--- src/logic/ofm_pkg.sv ---
// constants, register map and types of the output formatter
package ofm_pkg;
   // ----------------------------------------------------------------
   // widths
   // ----------------------------------------------------------------
   localparam int ADDR_W  = 16;
   localparam int CNT_W   = 12;
   localparam int SKIP_W  = 10;
   localparam int SCALE_W = 8;
   localparam int SAMP_W  = 24;
   localparam int PART_W  = 32;
   localparam int BANKS   = 4;
   localparam int LOG_W   = 4;
   localparam int PADDR_W = 8;
   localparam int BANK_LO = 14;
   // ----------------------------------------------------------------
   // register byte offsets
   // ----------------------------------------------------------------
   localparam logic [PADDR_W-1:0] REG_START   = 8'h00;
   localparam logic [PADDR_W-1:0] REG_COUNT   = 8'h04;
   localparam logic [PADDR_W-1:0] REG_STRIDE  = 8'h08;
   localparam logic [PADDR_W-1:0] REG_ITOFS   = 8'h0c;
   localparam logic [PADDR_W-1:0] REG_SKIP    = 8'h10;
   localparam logic [PADDR_W-1:0] REG_FORMAT  = 8'h14;
   localparam logic [PADDR_W-1:0] REG_SCALE   = 8'h18;
   localparam logic [PADDR_W-1:0] REG_ITERS   = 8'h1c;
   localparam logic [PADDR_W-1:0] REG_CTRL    = 8'h20;
   localparam logic [PADDR_W-1:0] REG_CSTAT   = 8'h24;
   localparam logic [PADDR_W-1:0] REG_CMASK   = 8'h28;
   localparam logic [PADDR_W-1:0] REG_CCLR    = 8'h2c;
   localparam logic [PADDR_W-1:0] REG_ISTAT   = 8'h30;
   localparam logic [PADDR_W-1:0] REG_IMASK   = 8'h34;
   // ----------------------------------------------------------------
   // fields and values
   // ----------------------------------------------------------------
   localparam int FMT_REAL   = 0;
   localparam int FMT_WIDE   = 1;
   localparam int FMT_SIGNED = 2;
   localparam int FMT_CONJ   = 3;
   localparam int FMT_FFT    = 4;
   localparam int FMT_LOG_LO = 8;
   localparam int IRQ_DONE   = 0;
   localparam int IRQ_CONF   = 1;
   localparam int IRQ_W      = 2;
   localparam logic [ADDR_W-1:0]  OFS_MAX   = 16'h7fff;
   localparam logic [SCALE_W-1:0] SCALE_MAX = 8'h08;
   localparam logic [7:0]         BE_REAL16 = 8'h03;
   localparam logic [7:0]         BE_WORD32 = 8'h0f;
   localparam logic [7:0]         BE_CPLX32 = 8'hff;
   localparam logic signed [PART_W-1:0] SMAX16 = 32'sh00007fff;
   localparam logic signed [PART_W-1:0] SMIN16 = -32'sh00008000;
   localparam logic [PART_W-1:0]        UMAX16 = 32'h0000ffff;
   localparam logic [SAMP_W-1:0]        SMAX24 = 24'h7fffff;
   localparam logic [SAMP_W-1:0]        SMIN24 = 24'h800000;
   typedef enum logic {ST_IDLE, ST_RUN} ofm_state_t;
endpackage

--- src/logic/ofm_fmt_if.sv ---
// one output part travelling to the part formatter and back
interface ofm_fmt_if;
   import ofm_pkg::*;
   logic [SAMP_W-1:0]  partIn;
   logic [SCALE_W-1:0] scale;
   logic               signedMode;
   logic               wideMode;
   logic [PART_W-1:0]  partOut;
   modport ctl (output partIn, scale, signedMode, wideMode, input partOut);
   modport fmt (input partIn, scale, signedMode, wideMode, output partOut);
endinterface

--- src/logic/ofm_part_fmt.sv ---
// scales one 24-bit part into a 16-bit or 32-bit word
module ofm_part_fmt
   import ofm_pkg::*;
(
   ofm_fmt_if.fmt p
);
   logic [3:0]               sh;
   logic [PART_W-1:0]        ext;
   logic signed [PART_W-1:0] drop;

   always_comb begin
      // scale beyond eight would make the wide-mode left shift of eight minus scale negative, so it is clamped
      sh   = (p.scale > SCALE_MAX) ? SCALE_MAX[3:0] : p.scale[3:0];
      ext  = p.signedMode ? {{(PART_W-SAMP_W){p.partIn[SAMP_W-1]}}, p.partIn}
                          : {{(PART_W-SAMP_W){1'b0}}, p.partIn};
      drop = p.signedMode ? ($signed(ext) >>> sh) : $signed(ext >> sh);
      if (p.wideMode) begin
         p.partOut = ext << (SCALE_MAX[3:0] - sh);
      end else if (p.signedMode) begin
         if (drop > SMAX16) begin
            p.partOut = SMAX16;
         end else if (drop < SMIN16) begin
            p.partOut = SMIN16;
         end else begin
            p.partOut = drop;
         end
      end else begin
         p.partOut = (drop > $signed(UMAX16)) ? UMAX16 : drop;
      end
   end
endmodule

--- src/logic/ofm_top.sv ---
// output formatter: stream in, scaled words out to local memory, apb registers
// ------------------------------------------------------------------------
// Behaviour
// - start address is a 16-bit byte address over all four banks
// - 12-bit count holds samples per iteration minus one
// - samples of one iteration are spaced by the byte stride, max 32767
// - each iteration starts one iteration offset after the last, max 32767
// - leading skip count drops the first samples of every iteration
// - real mode stores only the real part, else both parts
// - width bit picks 16-bit or 32-bit words per part
// - signed mode sign-extends and saturates signed, else unsigned
// - conjugate negates the imaginary part, complex output only
// - 8-bit scale sets the shift from 24 bits to the word
// - 16-bit drops scale lsbs and saturates; 32-bit extends and pads zeros
// - iteration count register sets how many iterations run
// - fft output in bit-reversed order lands in natural bin order
// - conflict status flags dma and accelerator on one bank, msb is bank zero
// - conflict mask bit suppresses that bank's indication
// - writing one to the clear register clears that bank's flag
// - one complex sample is accepted every clock while running
// ------------------------------------------------------------------------
module ofm_top
   import ofm_pkg::*;
#(
   parameter int ITER_W = 12
) (
   input  wire logic               sys_clk,
   input  wire logic               rst_b,
   input  wire logic               psel,
   input  wire logic               penable,
   input  wire logic               pwrite,
   input  wire logic [PADDR_W-1:0] paddr,
   input  wire logic [31:0]        pwdata,
   output logic      [31:0]        prdata,
   output logic                    pready,
   output logic                    pslverr,
   input  wire logic               sampleValid,
   input  wire logic               sampleLast,
   input  wire logic [SAMP_W-1:0]  sampleI,
   input  wire logic [SAMP_W-1:0]  sampleQ,
   output logic                    sampleReady,
   output logic                    memWrEn,
   output logic      [ADDR_W-1:0]  memAddr,
   output logic      [63:0]        memWrData,
   output logic      [7:0]         memByteEn,
   input  wire logic [BANKS-1:0]   srcBankAccess,
   input  wire logic [BANKS-1:0]   dmaBankAccess,
   output logic                    irq
);
   // ---------------------------------------------------------------------
   // registers
   // ---------------------------------------------------------------------
   logic [ADDR_W-1:0]  startAddr_r, stride_r, iterOfs_r;
   logic [CNT_W-1:0]   count_r;
   logic [SKIP_W-1:0]  skip_r;
   logic [15:0]        format_r;
   logic [SCALE_W-1:0] scale_r;
   logic [ITER_W-1:0]  iters_r;
   logic [BANKS-1:0]   cStat_r, cMask_r, cSet;
   logic [IRQ_W-1:0]   iStat_r, iMask_r, iSet;
   ofm_state_t         state_r;
   logic [CNT_W-1:0]   sampCnt_r, bin;
   logic [ITER_W-1:0]  iterCnt_r;
   logic [ADDR_W-1:0]  iterBase_r, wrAddr;
   logic [31:0]        rdData;
   logic               wrAcc, rdAcc, mapped, take, doWrite, lastIter, startReq;
   logic [SAMP_W-1:0]  qPart;
   logic [BANKS-1:0]   accelBank;
   logic [LOG_W-1:0]   fftLog;

   assign wrAcc    = psel & penable & pwrite;
   assign rdAcc    = psel & penable & ~pwrite;
   assign pready   = 1'b1;
   assign pslverr  = psel & penable & ~mapped;
   assign startReq = wrAcc & (paddr == REG_CTRL) & pwdata[0];
   assign fftLog   = format_r[FMT_LOG_LO +: LOG_W];

   always_ff @(posedge sys_clk) begin
      if (!rst_b) begin
         startAddr_r <= '0;
         count_r     <= '0;
         stride_r    <= '0;
         iterOfs_r   <= '0;
         skip_r      <= '0;
         format_r    <= '0;
         scale_r     <= '0;
         iters_r     <= '0;
         cMask_r     <= '0;
         iMask_r     <= '0;
      end else if (wrAcc) begin
         if (paddr == REG_START) begin
            startAddr_r <= pwdata[ADDR_W-1:0];
         end else if (paddr == REG_COUNT) begin
            count_r <= pwdata[CNT_W-1:0];
         end else if (paddr == REG_STRIDE) begin
            stride_r <= pwdata[ADDR_W-1:0] & OFS_MAX;
         end else if (paddr == REG_ITOFS) begin
            iterOfs_r <= pwdata[ADDR_W-1:0] & OFS_MAX;
         end else if (paddr == REG_SKIP) begin
            skip_r <= pwdata[SKIP_W-1:0];
         end else if (paddr == REG_FORMAT) begin
            format_r <= pwdata[15:0];
         end else if (paddr == REG_SCALE) begin
            scale_r <= pwdata[SCALE_W-1:0];
         end else if (paddr == REG_ITERS) begin
            iters_r <= pwdata[ITER_W-1:0];
         end else if (paddr == REG_CMASK) begin
            cMask_r <= pwdata[BANKS-1:0];
         end else if (paddr == REG_IMASK) begin
            iMask_r <= pwdata[IRQ_W-1:0];
         end
      end
   end

   // ---------------------------------------------------------------------
   // read mux
   // ---------------------------------------------------------------------
   always_comb begin
      rdData = '0;
      mapped = 1'b1;
      if (paddr == REG_START) begin
         rdData = 32'(startAddr_r);
      end else if (paddr == REG_COUNT) begin
         rdData = 32'(count_r);
      end else if (paddr == REG_STRIDE) begin
         rdData = 32'(stride_r);
      end else if (paddr == REG_ITOFS) begin
         rdData = 32'(iterOfs_r);
      end else if (paddr == REG_SKIP) begin
         rdData = 32'(skip_r);
      end else if (paddr == REG_FORMAT) begin
         rdData = 32'(format_r);
      end else if (paddr == REG_SCALE) begin
         rdData = 32'(scale_r);
      end else if (paddr == REG_ITERS) begin
         rdData = 32'(iters_r);
      end else if (paddr == REG_CTRL) begin
         rdData = 32'(state_r == ST_RUN);
      end else if (paddr == REG_CSTAT) begin
         rdData = 32'(cStat_r);
      end else if (paddr == REG_CMASK) begin
         rdData = 32'(cMask_r);
      end else if (paddr == REG_CCLR) begin
         rdData = '0;
      end else if (paddr == REG_ISTAT) begin
         rdData = 32'(iStat_r);
      end else if (paddr == REG_IMASK) begin
         rdData = 32'(iMask_r);
      end else begin
         mapped = 1'b0;
      end
   end

   always_ff @(posedge sys_clk) begin
      if (!rst_b) begin
         prdata <= '0;
      end else if (psel & ~penable & ~pwrite) begin
         prdata <= rdData;
      end
   end

   // ---------------------------------------------------------------------
   // sequencing
   // ---------------------------------------------------------------------
   // bit reversal is done in the address, so no reorder buffer is needed
   function automatic logic [CNT_W-1:0] bitRev(input logic [CNT_W-1:0] idx,
                                               input logic [LOG_W-1:0] n);
      logic [CNT_W-1:0] r;
      r = '0;
      for (int i = 0; i < CNT_W; i++) begin
         if (i < int'(n)) begin
            r[i] = idx[int'(n) - 1 - i];
         end
      end
      return r;
   endfunction

   assign sampleReady = (state_r == ST_RUN);
   assign take        = sampleValid & sampleReady;
   assign lastIter    = (iterCnt_r == iters_r);
   assign bin = format_r[FMT_FFT] ? bitRev(sampCnt_r, fftLog) : sampCnt_r;
   assign doWrite     = take & (bin >= CNT_W'(skip_r)) & (bin <= count_r);
   assign wrAddr      = iterBase_r + ADDR_W'(bin * stride_r);

   always_ff @(posedge sys_clk) begin
      if (!rst_b) begin
         state_r <= ST_IDLE;
      end else begin
         case (state_r)
            ST_IDLE: if (startReq) state_r <= ST_RUN;
            ST_RUN:  if (take & sampleLast & lastIter) state_r <= ST_IDLE;
            default: state_r <= ST_IDLE;
         endcase
      end
   end

   always_ff @(posedge sys_clk) begin
      if (!rst_b) begin
         sampCnt_r  <= '0;
         iterCnt_r  <= '0;
         iterBase_r <= '0;
      end else if (state_r == ST_IDLE) begin
         sampCnt_r  <= '0;
         iterCnt_r  <= '0;
         iterBase_r <= startAddr_r;
      end else if (take & sampleLast) begin
         sampCnt_r  <= '0;
         iterCnt_r  <= iterCnt_r + 1'b1;
         iterBase_r <= iterBase_r + iterOfs_r;
      end else if (take) begin
         sampCnt_r <= sampCnt_r + 1'b1;
      end
   end

   // ---------------------------------------------------------------------
   // formatting
   // ---------------------------------------------------------------------
   ofm_fmt_if fmtI ();
   ofm_fmt_if fmtQ ();

   // negating the most negative value would wrap, so it saturates instead
   always_comb begin
      if (format_r[FMT_CONJ] & ~format_r[FMT_REAL]) begin
         qPart = (sampleQ == SMIN24) ? SMAX24 : SAMP_W'(-sampleQ);
      end else begin
         qPart = sampleQ;
      end
   end

   assign fmtI.partIn     = sampleI;
   assign fmtQ.partIn     = qPart;
   assign fmtI.scale      = scale_r;
   assign fmtQ.scale      = scale_r;
   assign fmtI.signedMode = format_r[FMT_SIGNED];
   assign fmtQ.signedMode = format_r[FMT_SIGNED];
   assign fmtI.wideMode   = format_r[FMT_WIDE];
   assign fmtQ.wideMode   = format_r[FMT_WIDE];

   ofm_part_fmt uFmtI (.p(fmtI));
   ofm_part_fmt uFmtQ (.p(fmtQ));

   always_ff @(posedge sys_clk) begin
      if (!rst_b) begin
         memWrEn   <= 1'b0;
         memAddr   <= '0;
         memWrData <= '0;
         memByteEn <= '0;
      end else begin
         memWrEn <= doWrite;
         memAddr <= wrAddr;
         if (format_r[FMT_WIDE]) begin
            memWrData <= {fmtQ.partOut, fmtI.partOut};
            memByteEn <= format_r[FMT_REAL] ? BE_WORD32 : BE_CPLX32;
         end else begin
            memWrData <= {32'h00000000, fmtQ.partOut[15:0], fmtI.partOut[15:0]};
            memByteEn <= format_r[FMT_REAL] ? BE_REAL16 : BE_WORD32;
         end
      end
   end

   // ---------------------------------------------------------------------
   // conflicts and interrupts
   // ---------------------------------------------------------------------
   always_comb begin
      accelBank = srcBankAccess;
      if (memWrEn) begin
         accelBank[memAddr[ADDR_W-1:BANK_LO]] = 1'b1;
      end
      for (int b = 0; b < BANKS; b++) begin
         // msb of the status is bank zero
         cSet[BANKS-1-b] = dmaBankAccess[b] & accelBank[b] & ~cMask_r[BANKS-1-b];
      end
   end

   assign iSet = {|(cSet & ~cStat_r), take & sampleLast & lastIter};

   always_ff @(posedge sys_clk) begin
      if (!rst_b) begin
         cStat_r <= '0;
      end else if (wrAcc & (paddr == REG_CCLR)) begin
         cStat_r <= (cStat_r & ~pwdata[BANKS-1:0]) | cSet;
      end else begin
         cStat_r <= cStat_r | cSet;
      end
   end

   always_ff @(posedge sys_clk) begin
      if (!rst_b) begin
         iStat_r <= '0;
      end else if (wrAcc & (paddr == REG_ISTAT)) begin
         iStat_r <= (iStat_r & ~pwdata[IRQ_W-1:0]) | iSet;
      end else begin
         iStat_r <= iStat_r | iSet;
      end
   end

   assign irq = |(iStat_r & iMask_r);
endmodule

--- config.mk ---
export PLATFORM = sky130hd
export DESIGN_NAME = ofm_top
export DESIGN_NICKNAME = d
export VERILOG_FILES = /design/src/logic/ofm_pkg.sv /design/src/logic/ofm_fmt_if.sv /design/src/logic/ofm_part_fmt.sv /design/src/logic/ofm_top.sv
export SDC_FILE = /design/constraint.sdc
export NUM_CORES = 1
export LEC_CHECK = 0
export ABC_AREA = 1
export ABC_CLOCK_PERIOD_IN_PS = 17600
export BUFFER_PORTS_ARGS = -buffer_cell sky130_fd_sc_hd__clkbuf_2
export CAP_MARGIN = 15
export CORE_UTILIZATION = 32
export DETAILED_ROUTE_END_ITERATION = 8
export PLACE_DENSITY = 0.52
export SYNTH_ARGS = -nofsm -noshare
export SYNTH_HDL_FRONTEND = slang
export SYNTH_SLANG_ARGS = --single-unit
--- constraint.sdc ---
create_clock -name sys_clk -period 17.6 [get_ports sys_clk]
set_input_delay 0 -clock sys_clk [delete_from_list [all_inputs] [get_ports sys_clk]]
set_output_delay 0 -clock sys_clk [all_outputs]
set_load 0.05 [all_outputs]
==> results of run 1 <==
==> metal layers <==
layer	routed length, um	track usage (%)	share of wire [%]	vias to the layer above
met2	34980	36.60	45	710
met4	2597	7.671	3.3	0
met3	4837	2.855	6.2	118
met5	0	0	0	-
met1	35760	31.53	46	10223
li1	-	-	-	10991
==> stage by stage <==
| stage | hold slack, ns | util [%] | cells | instance area (um2) | setup slack, ns |
|---|---|---|---|---|---|
| after global placement | 0.3018 | 34.67 | 4202 | 22920 | 9.539 |
| after global routing | 0.07160 | 36.94 | 4294 | 24410 | 8.751 |
| after floorplan | 0.02772 | - | 3293 | 21530 | 11.06 |
| after detailed placement | 0.3072 | 34.67 | 4202 | 22920 | 9.516 |
| final | 0.04602 | 36.94 | 4294 | 24410 | 9.481 |
| after CTS | 0.008037 | 36.91 | 4293 | 24400 | 9.464 |
==> power groups by stage <==
stage | clock (mW) | sequential (mW) | combinational, mW
after floorplan | 0 | 0.622 | 0.0793
final | 0.732 | 0.591 | 0.154
after global placement | 0 | 0.604 | 0.147
after global routing | 0.772 | 0.592 | 0.167
after detailed placement | 0 | 0.604 | 0.147
after CTS | 0.751 | 0.591 | 0.153
==> final cells by class <==
class | count | share of cell area, %
tap | 864 | 4.428
sequential | 257 | 21.07
clock inverter | 13 | 0.7431
timing repair buffer | 251 | 6.088
clock buffer | 47 | 4.054
inverter | 475 | 7.323
multi-input combinational | 2387 | 56.29
==> layout by cell type, fill, tap and decap left out, drive strengths merged, types with 16 or more instances in the layout <==
cell type / netlist / final
nand2: 746 / 746
inv: 459 / 462
o21ai: 392 / 392
nor2: 275 / 275
dfxtp: 257 / 257
clkbuf: 93 / 240
a21oi: 220 / 220
nand3: 215 / 215
fa: 93 / 93
ha: 85 / 85
a31oi: 43 / 43
o22ai: 42 / 42
o211ai: 40 / 40
nand4: 34 / 34
dlygate4sd3: 0 / 31
buf: 81 / 27
nor3: 23 / 23
clkinv: 16 / 21
or2: 20 / 20
conb: 2 / 17
xor2: 17 / 17
xnor2: 16 / 16
==> cell families after synthesis <==
| family | Yosys count | synth area share [%] |
|---|---|---|
| AND/OR/NAND/NOR | 1335 | 26.77 |
| buffers and inverters | 649 | 12.33 |
| AO/OA/AOI/OAI | 813 | 21.28 |
| multiplexers | 11 | 0.5711 |
| flip-flops | 257 | 23.96 |
| adder cells (fa/ha/maj) | 178 | 13.63 |
| other | 2 | 0.03498 |
| XOR/XNOR | 33 | 1.416 |
==> what timing repair did <==
action | CTS | global route
gates resized for setup | 0 | 0
hold buffers | 31 | 0
hold endpoints to repair | 100 | 0
==> state kept, by name (all words and copies together) (netlist names), 15 cells and up <==
name and flops:
memWrData 64, format_r 16, iterBase_r 16, memAddr 16, prdata 16, startAddr_r 16
iterOfs_r 15, stride_r 15
==> worst max path at each step <==
stage,from,endpoint,slack (ns),cells after the start
2_1_floorplan,format_r[8],memAddr[15],11.06,38
3_3_place_gp,format_r[8],memAddr[14],9.54,33
3_5_place_dp,format_r[8],memAddr[14],9.52,33
4_1_cts,format_r[8],memAddr[14],9.46,33
5_1_grt,format_r[8],memAddr[14],8.75,33
6_report,format_r[8],memAddr[14],9.48,33
==> worst reg2reg max path, delay by kind of cell, from the launching register on <==
family,cells,cell delay [ns]
fa+ha+maj,7,3.32
flops,1,0.94
compound gates,10,1.84
simple gates,8,0.85
buf+inv,8,1.09
==> impl_metrics.py, run 1 <==
metrics = {
    "worst_hold_path": {
        "worstHoldStart": "paddr[5]",
        "hold_end": "sampleReady",
        "hold_class": "primary input to flip-flop",
        "min_path_cells": 5,
    },
    "critical_path": {
        "worstReg2RegEnd": "memAddr[14]",
        "r2r_start": "format_r[8]",
        "r2r_slack_ns": 9.48,
        "path_max_fanout": 27,
        "slowest_delay_ns": 0.94,
        "crit_buf_inv": 8,
        "start_kind": "flip-flop",
        "crit_slowest_cell": "dfxtp_1",
        "setup.worst_path.class": "flip-flop to flip-flop",
        "worst_setup_path_end_kind": "flip-flop",
        "worstPathRequired_ns": 18.08,
        "rr_worst_depth": 33,
        "cpLargestDelayFamily": "adder cells",
        "path_common_cell": "inv_1",
        "arrival_ns": 8.60,
    },
    "cts": {
        "cts_buffers": 34,
        "cts_tree": "yes",
        "clk_latency_ns": 0.56,
        "cts_setup_buffers": 0,
        "clk_pin_slew_ns": 0.06,
        "cts_root_buffer": "clkbuf_16",
        "ctsLongestPathBuffers": 3,
        "cts.sinks": 257,
        "htree_levels": 2,
    },
    "die": {
        "dieArea_mm2": 0.06813,
        "rows": 94,
        "die-width_um": 261.0,
        "num_io_pins": 228,
        "start_util_pct": 32.48,
        "dieHeight_um": 261.0,
        "coreArea_mm2": 0.06610,
    },
    "drt": {
        "via_count": 22042,
        "first_pass_iters": 9,
        "ant_nets": 0,
        "wl_per_cell_um": 18.21,
        "drc_errors": 12,
        "first_iter_violations": 1886,
        "viasPerCell": 5.133,
        "wirelength_um": 78180,
    },
    "yosys": {
        "ys_types": 66,
        "ys_top_cells_by_count": "nand2_1 (727), inv_1 (446), o21ai_0 (328)",
        "synth_most_common_cell": "nand2_1",
        "yosys-top-cells-area": "dfxtp_1 (24%), nand2_1 (13%), fa_1 (8.7%)",
        "syn_area_mm2": 0.02147,
        "ys_ff_latch": 257,
        "synth_edf_count": 0,
        "synth-main-ff-cell": "dfxtp_1",
        "avgSynthCellArea_um2": 6.550,
        "yosysWarnings": 0,
        "synth_area_leader_cell": "dfxtp_1",
        "synthArstFlopShare_pct": 0,
        "synthCells": 3278,
        "synth_top_area_share_pct": 23.96,
        "ys_seq_area_share_pct": 23.96,
    },
    "status": {
        "status": "finished, violations left",
        "violations": "design-rule violations",
    },
    "power_and_ir_drop": {
        "clkPwrFrac_pct": 49.5,
        "p_per_area_mw_per_mm2": 60.54,
        "comb_power_share_pct": 10.4,
        "p_total_mw": 1.478,
        "p_seq_share_pct": 40.0,
        "internal_power_mw": 1.071,
        "peakVddDrop_mv": 0.06263,
        "p_sw_mw": 0.4068,
        "swShare_pct": 27.52,
        "power_leakage_nw": 10.76,
    },
    "cells_and_area": {
        "seq_area_mm2": 0.005145,
        "antennaDiodeCount": 0,
        "drive_above_1_share_pct": 10.87,
        "fillCellCount": 7243,
        "area_delta_synth_final_pct": 13.72,
        "multiInputGateArea_mm2": 0.01374,
        "final_nets": 3687,
    },
    "global_routing": {
        "overflow": 0,
        "gr-usage-all-layers_pct": 22.82,
        "grt_max_degree": 95,
        "antenna_found_initial": 2,
        "grt_pass1_wl_um": 119700,
        "grt_pass1_vias": 20374,
    },
    "timing": {
        "period_needed_ns": 8.119,
        "maxSlewViolCount": 0,
        "totalNegativeSetupSlack_ns": 0,
        "fin_crit_sh_pct": 46.13,
        "worst_pin_slew_ns": 1.215,
        "slew_headroom_pct": 18.71,
        "final_hold_viol_count": 0,
        "rsz0062_at_grt": "false",
        "setup_viol": 0,
        "max_freq_mhz": 123.2,
        "skew_ns": 0.03446,
    },
    "placed_design": {
        "place.gp.congestion": 0.9308,
        "hpwl_um": 59900,
        "io_buffers": 194,
    },
    "job": {
        "cap_violations": 0,
    },
}
(Power assumes the default switching activity.)
==> inputs of run 2 (changes only) <==
ABC_AREA = 0   (was 1)
ABC_CLOCK_PERIOD_IN_PS = 7200   (was 17600)
PLACE_DENSITY = 0.53   (was 0.52)
clock period = 7.2 ns   (was 17.6 ns; I/O delays follow)
==> run 2 against run 1 <==
Net effect: the run now ends clean; core utilization grew 0.71 points; via count shrank 6.8%; cell area grew 1.4%; global-route usage shrank 0.53 points; sequential cell count is the same; combinational power grew 150%; non-clock buffer count grew 56; critical path type unchanged; critical endpoint is now memAddr[15].
==> impl_metrics.py, run 2 <==
metrics = {
    "die": {
        "dieArea_mm2": 0.06752,
        "rows": 94,
        "coreArea_mm2": 0.06575,
        "die-width_um": 259.8,
        "dieHeight_um": 259.8,
        "num_io_pins": 228,
        "start_util_pct": 32.36,
    },
    "placed_design": {
        "place_area_mm2": 0.02313,
        "hpwl_um": 56090,
        "place.gp.congestion": 0.8858,
        "io_buffers": 194,
    },
    "critical_path": {
        "worstPathRequired_ns": 7.61,
        "slowest_delay_ns": 0.55,
        "worstReg2RegEnd": "memAddr[15]",
        "arrival_ns": 7.25,
        "path_max_fanout": 8,
        "worst_setup_path_end_kind": "flip-flop",
        "start_kind": "flip-flop",
        "r2r_start": "format_r[9]",
        "crit_start": "format_r[9]",
        "cpLargestDelayFamily": "adder cells",
        "cp_cell_sequence": "inv_1, ha_4, mux4_2, mux2_4, a21oi_2, a21oi_1, a22o_4, and2_1, fa_1, inv_1, fa_1, fa_1, fa_1, fa_1, xnor2_1, xnor2_1, xnor2_1, xnor2_1, xnor2_1, xnor3_1, xnor3_1, xor2_1, nor2_1",
        "rr_worst_depth": 23,
        "setup.worst_path.class": "flip-flop to flip-flop",
        "crit_buf_inv": 2,
        "crit_slowest_cell": "fa_1",
        "r2r_slack_ns": 0.36,
    },
    "drt": {
        "route.met2.wl_um": 35930,
        "via_count": 20546,
        "wl_met3_um": 4212,
        "wl_per_cell_um": 19.71,
        "ant_nets": 0,
        "wl_met1_um": 33590,
        "wirelength_um": 75780,
        "highest_layer": "met5",
        "first_iter_violations": 1604,
        "drc_errors": 0,
        "first_pass_iters": 6,
        "viasPerCell": 5.345,
    },
    "yosys": {
        "synth_most_common_cell": "nand2_1",
        "synth_area_leader_cell": "dfxtp_1",
        "ys_top_cells_by_count": "nand2_1 (460), nor2_1 (264), dfxtp_1 (257)",
        "ys_seq_area_share_pct": 24.18,
        "synthArstFlopShare_pct": 0,
        "synth_top_area_share_pct": 24.18,
        "ys_types": 100,
        "synthCells": 2803,
        "yosys-top-cells-area": "dfxtp_1 (24%), fa_1 (8.8%), nand2_1 (8.1%)",
        "syn_area_mm2": 0.02127,
        "synth-main-ff-cell": "dfxtp_1",
        "ys_ff_latch": 257,
        "yosysWarnings": 0,
        "avgSynthCellArea_um2": 7.590,
        "synth_edf_count": 0,
    },
    "timing": {
        "maxSlewViolCount": 0,
        "max_freq_mhz": 146.2,
        "skew_ns": 0.02657,
        "rsz0062_at_grt": "true",
        "setup_viol": 0,
        "slew_headroom_pct": 23.76,
        "final_hold_viol_count": 0,
        "fin_crit_sh_pct": 94.99,
        "period_needed_ns": 6.839,
        "worst_pin_slew_ns": 1.137,
    },
    "cts": {
        "cts_root_buffer": "clkbuf_16",
        "ctsLongestPathBuffers": 3,
        "cts_buffers": 35,
        "htree_levels": 2,
        "cts_tree": "yes",
        "clk_pin_slew_ns": 0.06,
        "cts.sinks": 257,
        "clk_latency_ns": 0.56,
    },
    "power_and_ir_drop": {
        "power_leakage_nw": 10.05,
        "p_per_area_mw_per_mm2": 144.2,
        "p_total_mw": 3.569,
        "peakVddDrop_mv": 0.1163,
    },
    "cells_and_area": {
        "area_delta_synth_final_pct": 16.35,
        "finish.instance_area_mm2": 0.02475,
        "mostFrequentLayoutCells": "nand2_1 (460), nor2_1 (261), dfxtp_1 (257)",
        "largest_register_ffs": 64,
        "drive_above_1_share_pct": 13.76,
        "regMostFlops": "memWrData",
        "final_nets": 3236,
        "antennaDiodeCount": 0,
        "final_common_cell": "nand2_1",
    },
    "global_routing": {
        "grt_pass1_wl_um": 116900,
        "grt_pass1_vias": 19714,
        "grt_max_degree": 91,
        "gr-usage-all-layers_pct": 22.29,
        "overflow": 0,
        "antenna_found_initial": 2,
    },
    "status": {
        "status": "completed",
    },
    "worst_hold_path": {
        "hold_class": "primary input to flip-flop",
        "min_path_cells": 4,
        "hold_end": "prdata[12]",
        "worstHoldStart": "pwrite",
    },
    "job": {
        "cap_violations": 0,
    },
}
[run 2: worst max-delay path by stage]
stage / end / cells after the start
after floorplan: memAddr[15] / 26
after global placement: memAddr[15] / 30
after detailed placement: memAddr[15] / 30
after CTS: memAddr[15] / 30
after global routing: memAddr[15] / 30
final: memAddr[15] / 23
[run 2: per-layer routing]
metal	GRT usage [%]	vias up
met5	0	-
met4	7.026	2
met3	2.456	98
met2	37.73	646
met1	29.47	9870
li1	-	9930
[run 2: worst min-delay path: cells and delay by family]
family	cells	cell delay, ns
buffers and inverters	2	0.33
AOI/OAI and AO/OA	1	0.15
and+or+nand+nor	1	0.05
[run 2: where the power goes]
group          switching, mW  internal, mW
combinational          0.268         0.111
clock                  0.697          1.04
sequential            0.0118          1.44
[run 2: logic make-up (layout without fill, tap and decap cells)]
group | after synthesis | after routing | share of synthesized area, %
DFF | 257 | 257 | 24.18
and+or+nand+nor | 1052 | 1052 | 22.18
other | 2 | 17 | 0.03530
xor gates and xnor gates | 94 | 94 | 4.323
AOI/OAI and AO/OA | 661 | 661 | 20.03
buffers and inverters | 410 | 572 | 7.787
adders and majority gates | 178 | 178 | 13.75
muxes | 149 | 149 | 7.710
[run 2: repair_timing]
item	CTS	global route
hold buffers	43	0
endpoints found under the hold margin	127	0
setup buffers	0	1
gates resized for setup	0	9
endpoints found under the setup margin	0	4
[run 2: final cells by class]
cell class                 instances  area (um2)
clock buffer                      44       980.9
clock inverter                    18       168.9
fill                            6947       40990
inverter                         203       764.5
multi-input combinational       2151       14650
sequential                       257        5145
tap                              864        1081
timing repair buffer             307        1964
[run 2: metrics by stage]
stage	utilization [%]	setup slack (ns)	hold slack, ns	TNS (ns)	instances
after floorplan	-	0.1353	0.02772	0	2818
after global placement	35.17	0.1385	0.2517	0	3738
after detailed placement	35.17	0.04896	0.2497	0	3738
after CTS	37.58	0.01108	0.0004441	0	3843
after global routing	37.65	-0.07217	0.03664	-0.07217	3844
final	37.65	0.3610	0.01885	0	3844
==> inputs of run 3 (changes only) <==
GPL_TIMING_DRIVEN = 0   (was unset)
==> run 3 against run 2 <==
Net effect: core utilization rose by 1.2 points; clock-buffer cell count decreased by 3; first-iteration DRC count is 27% higher; cell area rose by 3.2%; worst hold slack better by 0.0027 ns.
==> impl_metrics.py, run 3 (same netlist as run 2, synthesis figures left out) <==
metrics = {
    "status": {
        "status": "completed",
    },
    "cells_and_area": {
        "instances_no_fill": 3997,
        "largest_register_ffs": 64,
        "antennaDiodeCount": 0,
        "seq_area_mm2": 0.005151,
        "area_delta_synth_final_pct": 20.03,
        "regMostFlops": "memWrData",
        "final_nets": 3392,
        "mostFrequentLayoutCells": "nand2_1 (458), nor2_1 (263), dfxtp_1 (254)",
        "drive_above_1_share_pct": 13.98,
        "final_core_util_pct": 38.84,
        "final_common_cell": "nand2_1",
        "fillCellCount": 6964,
        "finish.instance_area_mm2": 0.02553,
        "multiInputGateArea_mm2": 0.01490,
    },
    "global_routing": {
        "grt_pass1_wl_um": 131300,
        "met3_usage_pct": 3.450,
        "busiest_layer": "met2",
        "grt_use_met2_pct": 42.43,
        "grt_max_degree": 17,
        "overflow": 0,
        "gr-usage-all-layers_pct": 25.38,
        "antenna_found_initial": 2,
        "grt_pass1_vias": 21002,
        "grtUsageMet1_pct": 32.54,
    },
    "die": {
        "coreArea_mm2": 0.06575,
        "die-width_um": 259.8,
        "dieArea_mm2": 0.06752,
        "start_util_pct": 32.36,
        "dieHeight_um": 259.8,
        "rows": 94,
        "num_io_pins": 228,
    },
    "drt": {
        "viasPerCell": 5.461,
        "ant_nets": 0,
        "wl_per_cell_um": 21.98,
        "first_pass_iters": 8,
        "first_iter_violations": 2040,
        "wirelength_um": 87840,
        "via_count": 21827,
        "drc_errors": 0,
    },
    "timing": {
        "maxSlewViolCount": 0,
        "period_needed_ns": 6.947,
        "whs_ns": 0.02152,
        "slew_headroom_pct": 15.69,
        "final_hold_viol_count": 0,
        "worst_slack_ns": 0.2534,
        "totalNegativeSetupSlack_ns": 0,
        "max_freq_mhz": 144.0,
        "worst_pin_slew_ns": 1.256,
        "fin_crit_sh_pct": 96.48,
        "setup_viol": 0,
        "skew_ns": 0.02792,
    },
    "critical_path": {
        "cpLargestDelayFamily": "adder cells",
        "path_max_fanout": 7,
        "r2r_slack_ns": 0.25,
        "path_common_cell": "fa_1",
        "worst_setup_path_end_kind": "flip-flop",
        "crit_slowest_cell": "mux4_2",
        "start_kind": "flip-flop",
        "crit_buf_inv": 8,
        "slowest_delay_ns": 0.53,
        "worstPathRequired_ns": 7.67,
        "arrival_ns": 7.41,
        "setup.worst_path.class": "flip-flop to flip-flop",
    },
    "cts": {
        "cts_root_buffer": "clkbuf_16",
        "clk_pin_slew_ns": 0.06,
        "ctsLongestPathBuffers": 3,
        "cts_tree": "yes",
        "htree_levels": 1,
        "cts.sinks": 257,
        "clk_latency_ns": 0.63,
        "cts_buffers": 31,
    },
    "power_and_ir_drop": {
        "peakVddDrop_mv": 0.1947,
        "p_per_area_mw_per_mm2": 137.9,
        "p_total_mw": 3.522,
        "power_leakage_nw": 10.22,
    },
    "placed_design": {
        "place_area_mm2": 0.02337,
        "place_ws_ns": -1.473,
        "dp.cells": 3871,
        "hpwl_um": 68560,
        "place.gp.congestion": 0.9885,
        "io_buffers": 187,
    },
    "job": {
        "cap_violations": 0,
    },
    "worst_hold_path": {
        "hold_class": "primary input to flip-flop",
    },
}
-- run 3: final timing paths --
check	start	end	cells after the start
max	format_r[8]	memAddr[15]	30
max reg2reg	format_r[8]	memAddr[15]	30
min reg2reg	format_r[13]	format_r[13]	2
min	dmaBankAccess[3]	iStat_r[1]	5
-- run 3: power breakdown --
part           leakage [nW]  switching [mW]  internal [mW]
Clock                 0.524           0.691          0.966
Sequential             2.09          0.0113           1.44
Combinational          7.61           0.293          0.120
Total                  10.2           0.996           2.53
-- run 3: layer usage --
metal | vias up | part of all wire [%]
met5 | - | 0.015
met1 | 10471 | 41
met2 | 943 | 47
met4 | 2 | 4.4
li1 | 10216 | -
met3 | 195 | 7.6
-- run 3: layout make-up --
class                           count  area share, %
Multi-Input combinational cell   2151          58.36
Clock buffer                       41          3.459
Tap cell                          864          4.234
Sequential cell                   257          20.17
Timing Repair Buffer              264          6.444
Clock inverter                     14         0.6664
Inverter                          203          3.038
Buffer                            203          3.626
-- run 3: timing repair --
| item | 4_1_cts | 5_1_grt |
|---|---|---|
| hold buffers | 46 | 0 |
| gates resized for setup | 50 | 52 |
| endpoints found under the setup margin | 8 | 4 |
| pin swaps | 15 | 41 |
| hold endpoints to repair | 102 | 0 |
| setup buffers | 12 | 17 |
-- run 3: worst register-to-register path, delay by kind of cell (launching register included) --
kind	cells	cell delay [ns]
compound gates	8	1.48
xor+xnor	1	0.15
fa+ha+maj	7	3.11
buf+inv	8	0.69
flops	1	0.33
mux	2	0.84
simple gates	4	0.23
